$ cat config.mk
export PLATFORM = sky130hd
export DESIGN_NAME = pio8_port
export DESIGN_NICKNAME = d
export VERILOG_FILES = /design/src/verilog/pio8_irq.v /design/src/verilog/pio8_port.v /design/src/verilog/pio8_sync.v
export VERILOG_INCLUDE_DIRS = /design/src /design/src/verilog
export SDC_FILE = /design/constraint.sdc
export NUM_CORES = 1
export LEC_CHECK = 0
export BUFFER_PORTS_ARGS = -buffer_cell sky130_fd_sc_hd__buf_2
export CORE_ASPECT_RATIO = 0.8
export CORE_MARGIN = 2
export CORE_UTILIZATION = 30
export DETAILED_ROUTE_END_ITERATION = 10
export GPL_TIMING_DRIVEN = 0
export PLACE_DENSITY = 0.51
export RECOVER_POWER = 50
export SLEW_MARGIN = 20
export SYNTH_ARGS = -nofsm -noshare
export SYNTH_HDL_FRONTEND = slang
export SYNTH_SLANG_ARGS = --single-unit
$ cat constraint.sdc
create_clock -name mclk -period 2.4 [get_ports mclk]
set_input_delay 0.24 -clock mclk [delete_from_list [all_inputs] [get_ports mclk]]
set_output_delay 0.24 -clock mclk [all_outputs]
set_load 0.005 [all_outputs]
$ cat src/verilog/pio8_defs.vh
// Constants for the six-pin port block: register offsets, reset values, field positions.
// Assumes an APB slave with 32-bit words and byte addresses.
`ifndef PIO8_DEFS_VH
`define PIO8_DEFS_VH

// ****************************************
// Register byte offsets
// ****************************************
`define PIO8_OFF_DIR      8'h00
`define PIO8_OFF_ODATA    8'h04
`define PIO8_OFF_PIN      8'h08
`define PIO8_OFF_ALT      8'h0C
`define PIO8_OFF_ISEL     8'h10
`define PIO8_OFF_IRQ_STAT 8'h14
`define PIO8_OFF_IRQ_MASK 8'h18

// ****************************************
// Reset values
// ****************************************
`define PIO8_DIR_RST      6'h00
`define PIO8_ODATA_RST    6'h00
`define PIO8_ALT_RST      5'h00
`define PIO8_ISEL_RST     4'h0
`define PIO8_IRQ_RST      4'h0

// ****************************************
// Alternate function control fields
// ****************************************
`define PIO8_ALT_AMS3     0
`define PIO8_ALT_AMS2     1
`define PIO8_ALT_TEE3     2
`define PIO8_ALT_TEE2     3
`define PIO8_ALT_EXTERNAL_EXPANSION_ENABLE     4

// Undefined reads return this fill
`define PIO8_UNDEF_FILL   32'h0000_0000

`endif

$ cat src/verilog/pio8_irq.v
// Sticky interrupt status with mask and write-one-to-clear.
// Assumes events are one-cycle pulses on mclk.
`timescale 1ns/10ps
`include "pio8_defs.vh"

module pio8_irq #(
  parameter N = 4
) (
  input  wire         mclk,
  input  wire         nrst,
  input  wire [N-1:0] event_in,
  input  wire [N-1:0] clear_in,
  input  wire [N-1:0] mask_in,
  output reg  [N-1:0] status_reg,
  output reg          irq_out
);

  wire [N-1:0] status_next;

  // Set wins over clear
  assign status_next = (status_reg & ~clear_in) | event_in;

  // ****************************************
  // Status and interrupt line
  // ****************************************
  always @(posedge mclk) begin
    if (!nrst) begin
      status_reg <= {N{1'b0}};
      irq_out    <= 1'b0;
    end else begin
      status_reg <= status_next;
      irq_out    <= |(status_next & mask_in);
    end
  end

endmodule // pio8_irq

$ cat src/verilog/pio8_port.v
// Six-pin general purpose port with alternate DMA and interrupt pin functions.
// Assumes an APB master on mclk; pins are asynchronous and synchronised here.
//
// Implementation choices: the APB interface to the registers and the placing of the registers.
`timescale 1ns/10ps
`include "pio8_defs.vh"

module pio8_port #(
  parameter NPIN = 6
) (
  input  wire            mclk,
  input  wire            nrst,
  input  wire            psel,
  input  wire            penable,
  input  wire            pwrite,
  input  wire [7:0]      paddr,
  input  wire [31:0]     pwdata,
  output reg  [31:0]     prdata,
  output reg             pready,
  output reg             pslverr,
  input  wire            single_chip_mode,
  input  wire            ext_dma_ack_ch3,
  input  wire            ext_dma_ack_ch2,
  input  wire            ext_dma_end_ch3,
  input  wire            ext_dma_end_ch2,
  input  wire [NPIN-1:0] pin_in,
  output reg  [NPIN-1:0] pin_out,
  output reg  [NPIN-1:0] pin_oe_n,
  output reg  [3:0]      irq_input_n,
  output reg             irq
);

  // ****************************************
  // Declarations
  // ****************************************
  reg  [NPIN-1:0] port_direction_reg;
  reg  [NPIN-1:0] port_output_data_reg;
  reg  [4:0]      alt_ctrl_reg;
  reg  [3:0]      interrupt_pin_select_register_reg;
  reg  [3:0]      irq_mask_reg;
  reg  [3:0]      pin_prev_reg;
  reg  [31:0]     rdata_next;
  reg             err_next;
  reg  [NPIN-1:0] pin_out_next;
  reg  [NPIN-1:0] pin_oe_n_next;
  wire [NPIN-1:0] pin_sync;
  wire [NPIN-1:0] port_pin_state;
  wire [3:0]      irq_status;
  wire            irq_line;
  wire            wr_en;
  wire            rd_en;
  wire            alt_allowed;
  wire            ack3_en;
  wire            ack2_en;
  wire            end3_en;
  wire            end2_en;
  wire [3:0]      irq_level_n;
  wire [3:0]      irq_event;
  wire [3:0]      irq_clear;

  // ****************************************
  // Submodules
  // ****************************************
  pio8_sync #(
    .WIDTH (NPIN)
  ) u_sync (
    .mclk     (mclk),
    .nrst     (nrst),
    .async_in (pin_in),
    .sync_out (pin_sync)
  );

  pio8_irq #(
    .N (4)
  ) u_irq (
    .mclk       (mclk),
    .nrst       (nrst),
    .event_in   (irq_event),
    .clear_in   (irq_clear),
    .mask_in    (irq_mask_reg),
    .status_reg (irq_status),
    .irq_out    (irq_line)
  );

  // ****************************************
  // Bus decode
  // ****************************************
  assign wr_en = psel & penable & pwrite;
  assign rd_en = psel & ~pwrite;

  // ****************************************
  // Pin function selection
  // ****************************************
  assign alt_allowed = ~single_chip_mode | alt_ctrl_reg[`PIO8_ALT_EXTERNAL_EXPANSION_ENABLE];
  assign ack3_en = alt_allowed & alt_ctrl_reg[`PIO8_ALT_AMS3];
  assign ack2_en = alt_allowed & alt_ctrl_reg[`PIO8_ALT_AMS2];
  assign end3_en = alt_allowed & alt_ctrl_reg[`PIO8_ALT_TEE3];
  assign end2_en = alt_allowed & alt_ctrl_reg[`PIO8_ALT_TEE2];

  // Read-back mixes stored data and live pin levels per bit
  assign port_pin_state = (port_direction_reg & port_output_data_reg) |
                          (~port_direction_reg & pin_sync);

  // Interrupt routing and falling-edge events on selected pins
  assign irq_level_n = ~interrupt_pin_select_register_reg | pin_sync[5:2];
  assign irq_event   = interrupt_pin_select_register_reg & pin_prev_reg & ~pin_sync[5:2];
  assign irq_clear   = (wr_en && paddr == `PIO8_OFF_IRQ_STAT) ? pwdata[3:0] : 4'h0;

  always @* begin
    pin_out_next  = port_output_data_reg;
    pin_oe_n_next = ~port_direction_reg;
    if (ack3_en) begin
      pin_out_next[5]  = ext_dma_ack_ch3;
      pin_oe_n_next[5] = 1'b0;
    end
    if (ack2_en) begin
      pin_out_next[4]  = ext_dma_ack_ch2;
      pin_oe_n_next[4] = 1'b0;
    end
    if (end3_en) begin
      pin_out_next[3]  = ext_dma_end_ch3;
      pin_oe_n_next[3] = 1'b0;
    end
    if (end2_en) begin
      pin_out_next[2]  = ext_dma_end_ch2;
      pin_oe_n_next[2] = 1'b0;
    end
  end

  // ****************************************
  // Read mux
  // ****************************************
  always @* begin
    rdata_next = 32'h0000_0000;
    err_next   = 1'b0;
    if (paddr == `PIO8_OFF_DIR) begin
      rdata_next = `PIO8_UNDEF_FILL;
    end else if (paddr == `PIO8_OFF_ODATA) begin
      rdata_next = {26'h000_0000, port_output_data_reg};
    end else if (paddr == `PIO8_OFF_PIN) begin
      rdata_next = {26'h000_0000, port_pin_state};
    end else if (paddr == `PIO8_OFF_ALT) begin
      rdata_next = {27'h000_0000, alt_ctrl_reg};
    end else if (paddr == `PIO8_OFF_ISEL) begin
      rdata_next = {28'h000_0000, interrupt_pin_select_register_reg};
    end else if (paddr == `PIO8_OFF_IRQ_STAT) begin
      rdata_next = {28'h000_0000, irq_status};
    end else if (paddr == `PIO8_OFF_IRQ_MASK) begin
      rdata_next = {28'h000_0000, irq_mask_reg};
    end else begin
      err_next = 1'b1;
    end
  end

  // ****************************************
  // Registers and APB answer
  // ****************************************
  always @(posedge mclk) begin
    if (!nrst) begin
      port_direction_reg                <= `PIO8_DIR_RST;
      port_output_data_reg              <= `PIO8_ODATA_RST;
      alt_ctrl_reg                      <= `PIO8_ALT_RST;
      interrupt_pin_select_register_reg <= `PIO8_ISEL_RST;
      irq_mask_reg                      <= `PIO8_IRQ_RST;
      pin_prev_reg                      <= 4'hF;
      prdata                            <= 32'h0000_0000;
      pready                            <= 1'b0;
      pslverr                           <= 1'b0;
      pin_out                           <= {NPIN{1'b0}};
      pin_oe_n                          <= {NPIN{1'b1}};
      irq_input_n                       <= 4'hF;
      irq                               <= 1'b0;
    end else begin
      pin_prev_reg <= pin_sync[5:2];
      pin_out      <= pin_out_next;
      pin_oe_n     <= pin_oe_n_next;
      irq_input_n  <= irq_level_n;
      irq          <= irq_line;
      pready       <= psel & ~penable;
      pslverr      <= psel & ~penable & err_next;
      if (psel && !penable && rd_en) begin
        prdata <= rdata_next;
      end
      if (wr_en && pready) begin
        if (paddr == `PIO8_OFF_DIR) begin
          port_direction_reg <= pwdata[NPIN-1:0];
        end else if (paddr == `PIO8_OFF_ODATA) begin
          port_output_data_reg <= pwdata[NPIN-1:0];
        end else if (paddr == `PIO8_OFF_ALT) begin
          alt_ctrl_reg <= pwdata[4:0];
        end else if (paddr == `PIO8_OFF_ISEL) begin
          interrupt_pin_select_register_reg <= pwdata[3:0];
        end else if (paddr == `PIO8_OFF_IRQ_MASK) begin
          irq_mask_reg <= pwdata[3:0];
        end
      end
    end
  end

endmodule // pio8_port

$ cat src/verilog/pio8_sync.v
// Two flip-flop synchroniser for a bus of pin levels.
// Assumes the inputs are asynchronous to mclk.
`timescale 1ns/10ps
`include "pio8_defs.vh"

module pio8_sync #(
  parameter WIDTH = 6
) (
  input  wire             mclk,
  input  wire             nrst,
  input  wire [WIDTH-1:0] async_in,
  output reg  [WIDTH-1:0] sync_out
);

  reg [WIDTH-1:0] meta_reg;

  // ****************************************
  // Two stages
  // ****************************************
  always @(posedge mclk) begin
    if (!nrst) begin
      meta_reg <= {WIDTH{1'b0}};
      sync_out <= {WIDTH{1'b0}};
    end else begin
      meta_reg <= async_in;
      sync_out <= meta_reg;
    end
  end

endmodule // pio8_sync
Word-level counts from Yosys, hierarchy flattened
Index checks and enable logic that the tools add are counted.

storage, ports and cells
  register bits after elaboration = 97
  bits of input ports = 56
  output and inout bits = 51
  logic and storage cells = 88

cells by class
  equality and inequality tests = 6
  multiplexer cells = 23
  bitwise operators = 30
  reduce and logical (&&, ||, !) cells = 12

operators with widths
  kind                                                 number
  equality test 8 x 5 -> 1 bit, second input constant  3
  2-to-1 mux 6 bit                                     3
  AND 4 bit                                            4
  equality test 8 x 4 -> 1 bit, second input constant  2
  2-to-1 mux 4 bit                                     4
  2-to-1 mux 1 bit                                     15
  AND 6 bit                                            2
  inverter 4 bit                                       3
  AND 1 bit                                            9
  equality test 8 x 3 -> 1 bit, second input constant  1
  zero test 8 bit                                      1
  bitwise OR 4 bit                                     2
  inverter 1 bit                                       7
  inverter 6 bit                                       1
  bitwise OR 6 bit                                     1
  AND reduction 6 bit                                  1
  2-to-1 mux 5 bit                                     1
  AND reduction 5 bit                                  1
  logical AND 1 bit                                    4
  AND reduction 4 bit                                  1
  OR reduction 4 bit                                   1
  AND reduction 3 bit                                  1
  AND reduction 2 bit                                  1
  zero test 1 bit                                      1
  bitwise OR 1 bit                                     1

Depth between registers and ports, before layout
Gate-level depths: netlist of the first run.

  word-level depth = 9
  mapped depth = 6
  mapped depth without buffers = 5

Cells and area by module
A second synthesis of the first run with hierarchy kept.

unflattened totals
  cell total of the unflattened synthesis = 328
  area total of the unflattened synthesis = 3194.3 um^2

modules (own cells, without submodules)
  module     instances  cells each  area an instance (um^2)  seq. area each (um^2)
  pio8_port  1          280         2636.3                   1081.0
  pio8_sync  1          25          336.6                    240.2
  pio8_irq   1          23          221.5                    100.1

Worst setup path before layout of the first run
No wires, ideal clock.

  path kind = input port to flip-flop
  from = input port paddr[5]
  to = register u_irq.irq_out
  setup time = 123 ps
  arrival = 1328 ps
  data required time = 2277 ps
  path slack = 949 ps
  stages = 5
  path buffers = 0
  cells stage by stage = nor4b_2 -> nand3_2 -> a221o_1 -> a22oi_1 -> a21boi_1

on the way
  word-level cells in the longest chain between the ends = 8

RTL lines
  item                                           RTL line         RTL
  start: declaration                             pio8_port.v:16   input wire [7:0] paddr,
  equality test 8 x 5 -> 1 bit (no source line)  -
  logical AND 1 bit (no source line)             -
  2-to-1 mux 4 bit                               pio8_port.v:107  assign irq_clear = (wr_en && paddr == `PIO8_OFF_IRQ_STAT) ? pwdata[3:0] : 4'h0;
  inverter 4 bit                                 pio8_irq.v:21    assign status_next = (status_reg & ~clear_in) | event_in;
  AND 4 bit                                      pio8_irq.v:21
  bitwise OR 4 bit                               pio8_irq.v:21
  AND 4 bit                                      pio8_irq.v:32    irq_out <= |(status_next & mask_in);
  OR reduction 4 bit                             pio8_irq.v:32
  end signal: assignment                         pio8_irq.v:32
  end: declaration                               pio8_irq.v:15    output reg irq_out

No other way between the ends.
A chain may end at the register's enable or synchronous reset.

Worst setup path in the final report of the first run
  from = input port paddr[3]
  to = register u_irq.irq_out

Same word-level chain as after synthesis.

==> out/metrics.yaml, run 1 <==
status: "complete, no violations"
power.density_nw_per_um2: 698
die_x_um: 119
clk_latency_ps: 340
wire_per_inst_um: 14.9
maxCapViolCount: 0
total_power_uw: 2770
synth_edf_count: 0
clk_pin_slew_ps: 50
num_io_pins: 107
routabilityCongestion: 0.827
p_leak_uw: 0.00151
max_freq_mhz: 536
synth_area_um2: 3160
post-route-drc-count: 0
routed_wl_mm: 8.43
clockBufferDepth: 2
p_switching_uw: 592
setup-violations-final: 0
drtPass1Iterations: 4
cp_data_arrival_time_ps: 2080
cp_max_fo: 7
finalNetCount: 478
ys_types: 49
cts_resized: 0
drt_iter0_drc: 114
fin_crit_ps: 1870
port_buffers: 54
whs_ps: 109
hold_path_class: "in2reg"
rows: 33
die_h_um: 95.8
grt_pass1_vias: 2414
synthArstFlopShare_pct: 0
finalHoldViolations: 0
cts_tree: "yes"
clock-sinks: 71
start_util_pct: 30.9
post-route-period-util_pct: 77.8
grt_overflow: 0
end_kind: "register"
p_clk_share_pct: 50.3
grt_max_degree: 12
cp-start-kind: "primary input"
yosysSeqAreaShare_pct: 45.0
cts-root-buf: "clkbuf_16"
synth-warning-count: 0
synthCells: 332
worstSetupPathType: "in2reg"
htreeDepth: 3
p_int_uw: 2180
rsz0062_at_grt: "no"
synth_seq_cells: 71
dieArea_um2: 11400
dp_hpwl_mm: 6.24
comb_power_share_pct: 6.5
setup_tns_ps: 0
cp.required_ps: 2610
postRouteAntennaNets: 0
drive_gt1_share_pct: 21.5
cts_setup_buffers: 0
tightest_slew_ps: 784
sw_frac_of_total_pct: 21.4
grt_pass1_wl_mm: 13.2
core_area_um2: 10200
cts_made_buffers: 9
synthFlopType: "dfxtp_1"
via_per_inst: 4.49
cts_hold_buf: 0
seqPwrFrac_pct: 43.3
route.vias.total: 2545
slew_headroom_pct: 47.0
num_antenna_cells: 0
drv_slew: 0
antenna_found_initial: 0
area_growth_pct: 25.7
syn_avg_cell_area_um2: 9.52
fin_skew_ps: 4.92
grt_usage_pct: 15.6
ir_drop_mv: 0.371
layer usage:
layer  share of wire [%]  vias to the layer above  wire length (µm)  global-route usage (%)
li1                    -                     1292                 -                       -
met1                  50                     1177              4250                    20.9
met2                  44                       67              3670                    24.6
met3                 4.9                        9               411                    4.15
met4                 1.2                        0               102                    5.36
met5                   0                        -                 0                       0
worst max-delay path, cell delays in order:
cell	delay [ps]
buf_2	150
nor4b_1	720
nand3_2	260
a221o_1	420
a22oi_1	180
a21boi_1	100
power groups by stage:
stage	clock network, µW	logic, µW	registers [µW]
2_1_floorplan	0	110	1220
3_3_place_gp	0	179	1230
3_5_place_dp	0	180	1230
4_1_cts	1420	181	1200
5_1_grt	1470	198	1200
6_report	1390	179	1200
final timing paths:
path	start	endpoint	slack (ps)	depth (start not counted)
worst max-delay path	paddr[3]	u_irq.irq_out	530	6
worst min-delay path	pin_in[4]	u_sync.meta_reg[4]	110	2
worst max register to register	pready	port_direction_reg[0]	810	5
worst min register to register	port_direction_reg[0]	pin_oe_n[0]	420	1
layout make-up:
| cell class | count | area [µm²] |
|---|---|---|
| multi-input combinational | 244 | 1560 |
| clock inverter | 4 | 70.1 |
| inverter | 3 | 11.3 |
| sequential | 71 | 1420 |
| tap | 140 | 175 |
| timing repair buffer | 54 | 253 |
| buffer | 39 | 249 |
| clock buffer | 12 | 236 |
| fill | 1082 | 6270 |
per-stage QoR:
step / util, % / instances / cell area [µm²] / setup slack, ps
floorplan: - / 357 / 3260 / 949
global placement: 36.1 / 551 / 3700 / 509
detailed placement: 36.1 / 551 / 3700 / 462
CTS: 39.1 / 567 / 4010 / 808
global route: 38.8 / 567 / 3970 / 415
finish: 38.8 / 567 / 3970 / 534
kinds of logic (layout without fill, tap and decap cells):
group | count (synthesis) | in the layout | share of synthesized area, %
simple gates | 130 | 130 | 24.8
flops | 71 | 71 | 45.0
compound gates | 64 | 64 | 14.3
buf+inv | 42 | 112 | 8.27
mux | 24 | 24 | 7.60
other cells | 1 | 26 | 0.119
placed cells by master, fill, tap and decap left out, drive strengths merged, types with 3 or more instances in the layout:
cell type and instances:
a21boi 11, o22ai 3, a2111oi 3, buf 68
a221o 3, mux2i 24, nand2 31, and2 21
a21o 4, a21oi 4, nor2b 33, a22oi 6
conb 26, nand2b 9, inv 3, o21ai 14
nand3b 4, nor2 7, nand3 12, clkbuf 37
a211oi 3, dfxtp 71, o211ai 3
cells in the mapped netlist, types with 5 or more instances:
master | instances | area [µm²]
dfxtp_1 | 71 | 1420
nor2b_1 | 33 | 206
nand2_1 | 31 | 116
buf_4 | 27 | 203
mux2i_1 | 24 | 240
and2_1 | 21 | 131
o21ai_0 | 14 | 70.1
a21boi_0 | 10 | 75.1
clkbuf_1 | 10 | 37.5
nand3_1 | 10 | 50.1
nand2b_1 | 9 | 56.3
a22oi_1 | 6 | 45.0
nor2_2 | 5 | 31.3
No activity file was read; power rests on OpenSTA's default activity.
==> run 2: changes to the inputs <==
--- a/config.mk
+++ b/config.mk
@@ -12,7 +12,7 @@
 export CORE_UTILIZATION = 30
 export DETAILED_ROUTE_END_ITERATION = 10
 export GPL_TIMING_DRIVEN = 0
-export PLACE_DENSITY = 0.51
+export PLACE_DENSITY = 0.53
 export RECOVER_POWER = 50
 export SLEW_MARGIN = 20
 export SYNTH_ARGS = -nofsm -noshare
==> constraint.sdc (replaced) <==
create_clock -name mclk -period 1.7 [get_ports mclk]
set_input_delay 0.17 -clock mclk [delete_from_list [all_inputs] [get_ports mclk]]
set_output_delay 0.17 -clock mclk [all_outputs]
set_load 0.005 [all_outputs]
==> run 2 against run 1 <==
Compared with the run above:
- sequential power increased by 42%
- global-route usage decreased by 0.34 points
- register-to-register slack got worse by 690 ps
- sequential share of layout area increased by 0.17 points
- final cell count unchanged
- flip-flop and latch count unchanged
- utilization decreased by 0.18 points
- critical endpoint is now port_output_data_reg[2]
- worst setup slack got worse by 410 ps
- cell area decreased by 0.47%
- wire length decreased by 2.4%
- clock power increased by 24%
- combinational power increased by 42%
==> out/metrics.yaml, run 2 (synthesis results as in run 1) <==
clk_latency_ps: 340
htreeDepth: 3
cts-root-buf: "clkbuf_16"
routed_wl_mm: 8.23
p_leak_uw: 0.00150
die_h_um: 95.8
port_buffers: 54
grt_pass1_vias: 2361
drive_gt1_share_pct: 21.5
layout_commonest_cell: "dfxtp_1"
die_x_um: 119
clk_pin_slew_ps: 50
route.vias.total: 2521
clock-sinks: 71
cts_resized: 0
grt_overflow: 0
grt_max_degree: 11
crit_slowest_cell: "nor2_2"
cts_hold_buf: 0
area_growth_pct: 25.1
crit_start: "pready"
crit_path_max_incr_delay_ps: 450
via_per_inst: 4.45
postRouteAntennaNets: 0
cp-start-kind: "register"
rows: 33
cp_data_arrival_time_ps: 1810
cts_made_buffers: 9
fin_crit_ps: 1580
final_cell_mix: "dfxtp_1 (71), buf_2 (42), nor2b_1 (33), nand2_1 (31), clkbuf_1 (29)"
dieArea_um2: 11400
power.density_nw_per_um2: 927
max_freq_mhz: 632
status: "complete, no violations"
num_antenna_cells: 0
drv_slew: 0
final_cells: 567
routabilityCongestion: 0.870
core_area_um2: 10200
crit_chain: "and4_1 > nand2_1 > nor2_2 > mux2i_1 > nor2b_1"
end_kind: "register"
num_io_pins: 107
cts_setup_buffers: 0
start_util_pct: 30.9
cts_tree: "yes"
tightest_slew_ps: 818
maxCapViolCount: 0
hold_path_class: "in2reg"
cp_max_fo: 6
timing.rr.end: "port_output_data_reg[2]"
setup-violations-final: 0
crit_end: "port_output_data_reg[2]"
fin_area_um2: 3960
total_power_uw: 3670
wire_per_inst_um: 14.5
fin_skew_ps: 5.68
finalNetCount: 478
cp.required_ps: 1930
final_core_util_pct: 38.6
setup_tns_ps: 0
post-route-period-util_pct: 93.0
worstSetupPathType: "reg2reg"
r2r_slack_ps: 120
reg2regPathDepth: 5
drt_iter0_drc: 118
slew_headroom_pct: 45.3
finalHoldViolations: 0
dpl_cell_area_um2: 3700
rsz0062_at_grt: "yes"
antenna_found_initial: 0
ir_drop_mv: 0.524
placedCellCount: 551
r2r_start: "pready"
dp_hpwl_mm: 6.16
clockBufferDepth: 2
grt_pass1_wl_mm: 13.0
grt_usage_pct: 15.3
post-route-drc-count: 0
drtPass1Iterations: 5
==> run 2: worst max-delay path: cells and delay by family (launching register included) <==
kind	cells	cell delay, ps
simple gates	4	860
mux	1	250
flops	1	350
==> run 2: routing by layer <==
metal	global-route usage (%)	routed length, µm	up-vias	share of wire [%]
met4	5.65	54	0	0.66
met5	0	0	-	0
met1	20.3	4040	1148	49
li1	-	-	1287	-
met3	4.74	533	6	6.5
met2	23.5	3600	80	44
==> run 2: worst min path at each step <==
stage / from / end / slack (ps) / cells after the start
finish: pin_in[1] / u_sync.meta_reg[1] / 40 / 2
CTS: pin_in[1] / u_sync.meta_reg[1] / 30 / 2
detailed placement: pin_in[1] / u_sync.meta_reg[1] / 380 / 2
global route: pin_in[1] / u_sync.meta_reg[1] / 40 / 2
floorplan: pin_in[0] / u_sync.meta_reg[0] / 300 / 1
global placement: pin_in[2] / u_sync.meta_reg[2] / 380 / 2
==> run 2: cell type report <==
| type | count | area [µm²] |
|---|---|---|
| Inverter | 3 | 11.3 |
| Buffer | 39 | 250 |
| Multi-Input combinational cell | 244 | 1570 |
| Timing Repair Buffer | 54 | 253 |
| Sequential cell | 71 | 1420 |
| Fill cell | 1083 | 6280 |
| Tap cell | 140 | 175 |
| Clock buffer | 16 | 272 |
==> run 2: stage by stage <==
stage | hold slack, ps | worst slack [ps]
global route | 40.1 | -2.70
global placement | 379 | -119
detailed placement | 381 | -148
floorplan | 297 | 319
finish | 38.4 | 119
CTS | 30.6 | 120
==> run 2: power by group <==
part,switching [µW],total (µW),internal [µW],leakage [µW]
sequential,8.32,1700,1690,0.000577
combinational,140,254,114,0.000792
clock,649,1720,1070,0.000131
==> run 3: changes to the inputs <==
--- a/config.mk
+++ b/config.mk
@@ -6,6 +6,7 @@
 export SDC_FILE = /design/constraint.sdc
 export NUM_CORES = 1
 export LEC_CHECK = 0
+export ABC_AREA = 1
 export BUFFER_PORTS_ARGS = -buffer_cell sky130_fd_sc_hd__buf_2
 export CORE_ASPECT_RATIO = 0.8
 export CORE_MARGIN = 2
@@ -17,4 +18,5 @@
 export SLEW_MARGIN = 20
 export SYNTH_ARGS = -nofsm -noshare
 export SYNTH_HDL_FRONTEND = slang
+export SYNTH_HIERARCHICAL = 1
 export SYNTH_SLANG_ARGS = --single-unit
==> run 3 against run 2 <==
Compared with the run above:
- register-to-register slack better by 190 ps
- clock power is 9% higher
- power is 3.4% higher
- hold slack worse by 19 ps
- synthesized cell count is 32% higher
- area after synthesis is 0.59% higher
- utilization is 0.25 points higher
- largest power group unchanged
==> out/metrics.yaml, run 3 <==
status: "complete, no violations"
ir_drop_mv: 0.429
finalHoldViolations: 0
synth-compound-area-share_pct: 12.4
cts_resized: 0
p_int_uw: 2980
synth-warning-count: 6
cp-start-kind: "primary input"
clock-sinks: 71
drv_slew: 0
post-route-drc-count: 0
end_kind: "register"
rows: 33
cp.required_ps: 1910
p_switching_uw: 810
grt_usage_pct: 14.4
cts-root-buf: "clkbuf_16"
maxCapViolCount: 0
drtPass1Iterations: 4
setup-violations-final: 0
seqPwrFrac_pct: 44.7
dieArea_um2: 11400
fin_skew_ps: 9.58
hold_path_class: "in2reg"
layout_commonest_cell: "nand2_1"
total_power_uw: 3790
synth_top_area_share_pct: 44.7
die_h_um: 96.1
final_cell_mix: "nand2_1 (116), dfxtp_1 (71), inv_1 (60), buf_2 (42)"
start_util_pct: 30.9
grt_pass1_vias: 2485
syn_avg_cell_area_um2: 7.24
rsz0062_at_grt: "no"
die_x_um: 119
final_core_util_pct: 38.9
synth_top_area_cell: "dfxtp_1"
crit_slowest_cell: "nand4_1"
grt_pass1_wl_mm: 12.4
cts_setup_buffers: 0
p_leak_uw: 0.00194
clk_pin_slew_ps: 50
cp_data_arrival_time_ps: 1640
port_buffers: 54
synth_top_family_by_area: "simple AND/OR/NAND/NOR gates"
postRouteAntennaNets: 0
synthCells: 439
drt_iter0_drc: 195
crit_path_max_incr_delay_ps: 250
synth_fa_ha_area_share_pct: 0
worstSetupPathType: "in2reg"
cp_max_fo: 4
num_antenna_cells: 0
cts_tree: "yes"
routed_wl_mm: 7.67
yosys.cell_count.top_type: "nand2_1"
synth_xor_area_share_pct: 0
tightest_slew_ps: 586
antenna_found_initial: 0
fin_crit_ps: 1430
synth_area_um2: 3180
slew_headroom_pct: 61.0
drive_gt1_share_pct: 22.3
grt_overflow: 0
crit_chain: "buf_2 > nor2_4 > nand2_1 > nor2_4 > nand4_1 > nor2_1 > inv_1 > nand2_1 > nand2_1 > nand2_1 > nand2_1 > nor2_1 > nor2_1"
area_growth_pct: 25.6
synth_seq_cells: 71
cpMostUsedCell: "nand2_1"
via_per_inst: 4.10
cts_made_buffers: 9
route.vias.total: 2757
core_area_um2: 10300
clk_latency_ps: 330
clockBufferDepth: 2
grt_max_degree: 12
synth_edf_count: 0
dp_hpwl_mm: 6.07
comb_power_share_pct: 5.9
max_freq_mhz: 699
wire_per_inst_um: 11.4
sw_frac_of_total_pct: 21.4
ys_types: 24
post-route-period-util_pct: 84.2
setup_tns_ps: 0
power.density_nw_per_um2: 949
yosysSeqAreaShare_pct: 44.7
finalNetCount: 585
synth_area_leaders: "dfxtp_1 (45%), nand2_1 (14%), inv_1 (7.1%)"
routabilityCongestion: 0.893
num_io_pins: 107
cts_hold_buf: 0
synthArstFlopShare_pct: 0
synth_commonest_cells: "nand2_1 (116), dfxtp_1 (71), inv_1 (60)"
synth-simple-area-share_pct: 27.2
dpl_cell_area_um2: 3720
synthFlopType: "dfxtp_1"
p_clk_share_pct: 49.4
muxShareOfSynthArea_pct: 0
fin_area_um2: 4000
htreeDepth: 3
## run 3: critical path: cells and delay by family
kind                   cells  cell delay, ps
and+or+nand+nor           11            1290
buffers and inverters      2             180
## run 3: area by class of cell
type | instances | area, µm²
Fill cell | 1088 | 6280
Buffer | 33 | 229
Clock buffer | 12 | 256
Inverter | 68 | 260
Multi-Input combinational cell | 292 | 1360
Sequential cell | 71 | 1420
Clock inverter | 3 | 42.5
Tap cell | 140 | 175
Timing Repair Buffer | 54 | 255
## run 3: path summary, 6_finish.rpt
path | from | to | slack [ps] | cells past startpoint
hold reg to reg | u_sync/meta_reg[4] | u_sync/sync_out[4] | 410 | 2
setup reg to reg | pready | alt_ctrl_reg[0] | 310 | 6
setup / recovery | paddr[7] | u_irq/irq_out | 270 | 13
hold / removal | pin_in[4] | u_sync/meta_reg[4] | 20 | 3
## run 3: metrics by stage
| stage | cells | hold WS (ps) | setup WS, ps |
|---|---|---|---|
| after global routing | 673 | 22.3 | 129 |
| after detailed placement | 658 | 354 | -39.8 |
| after global placement | 658 | 353 | -52.2 |
| after floorplan | 464 | 263 | 441 |
| after CTS | 673 | 9.41 | 292 |
| final | 673 | 19.3 | 269 |
## run 3: cell families (layout without fill, tap and decap cells)
family          Yosys count  count (layout)
simple gates            194             194
buf+inv                 101             170
compound gates           72              72
flops                    71              71
other cells               1              26
## run 3: routing by layer
metal  global-route usage (%)  vias to the layer above  part of all wire (%)
li1                         -                     1478                     -
met1                     19.7                     1199                    50
met2                     21.8                       75                    43
met3                     4.56                        5                   6.8
met4                     4.17                        0                  0.48
met5                        0                        -                     0
## run 3: power by group through the flow
stage               registers (µW)  clock network (µW)  logic [µW]
finish                        1690                1870         225
global route                  1690                2000         256
CTS                           1690                1910         228
detailed placement            1730                   0         227
global placement              1730                   0         225
floorplan                     1730                   0         145
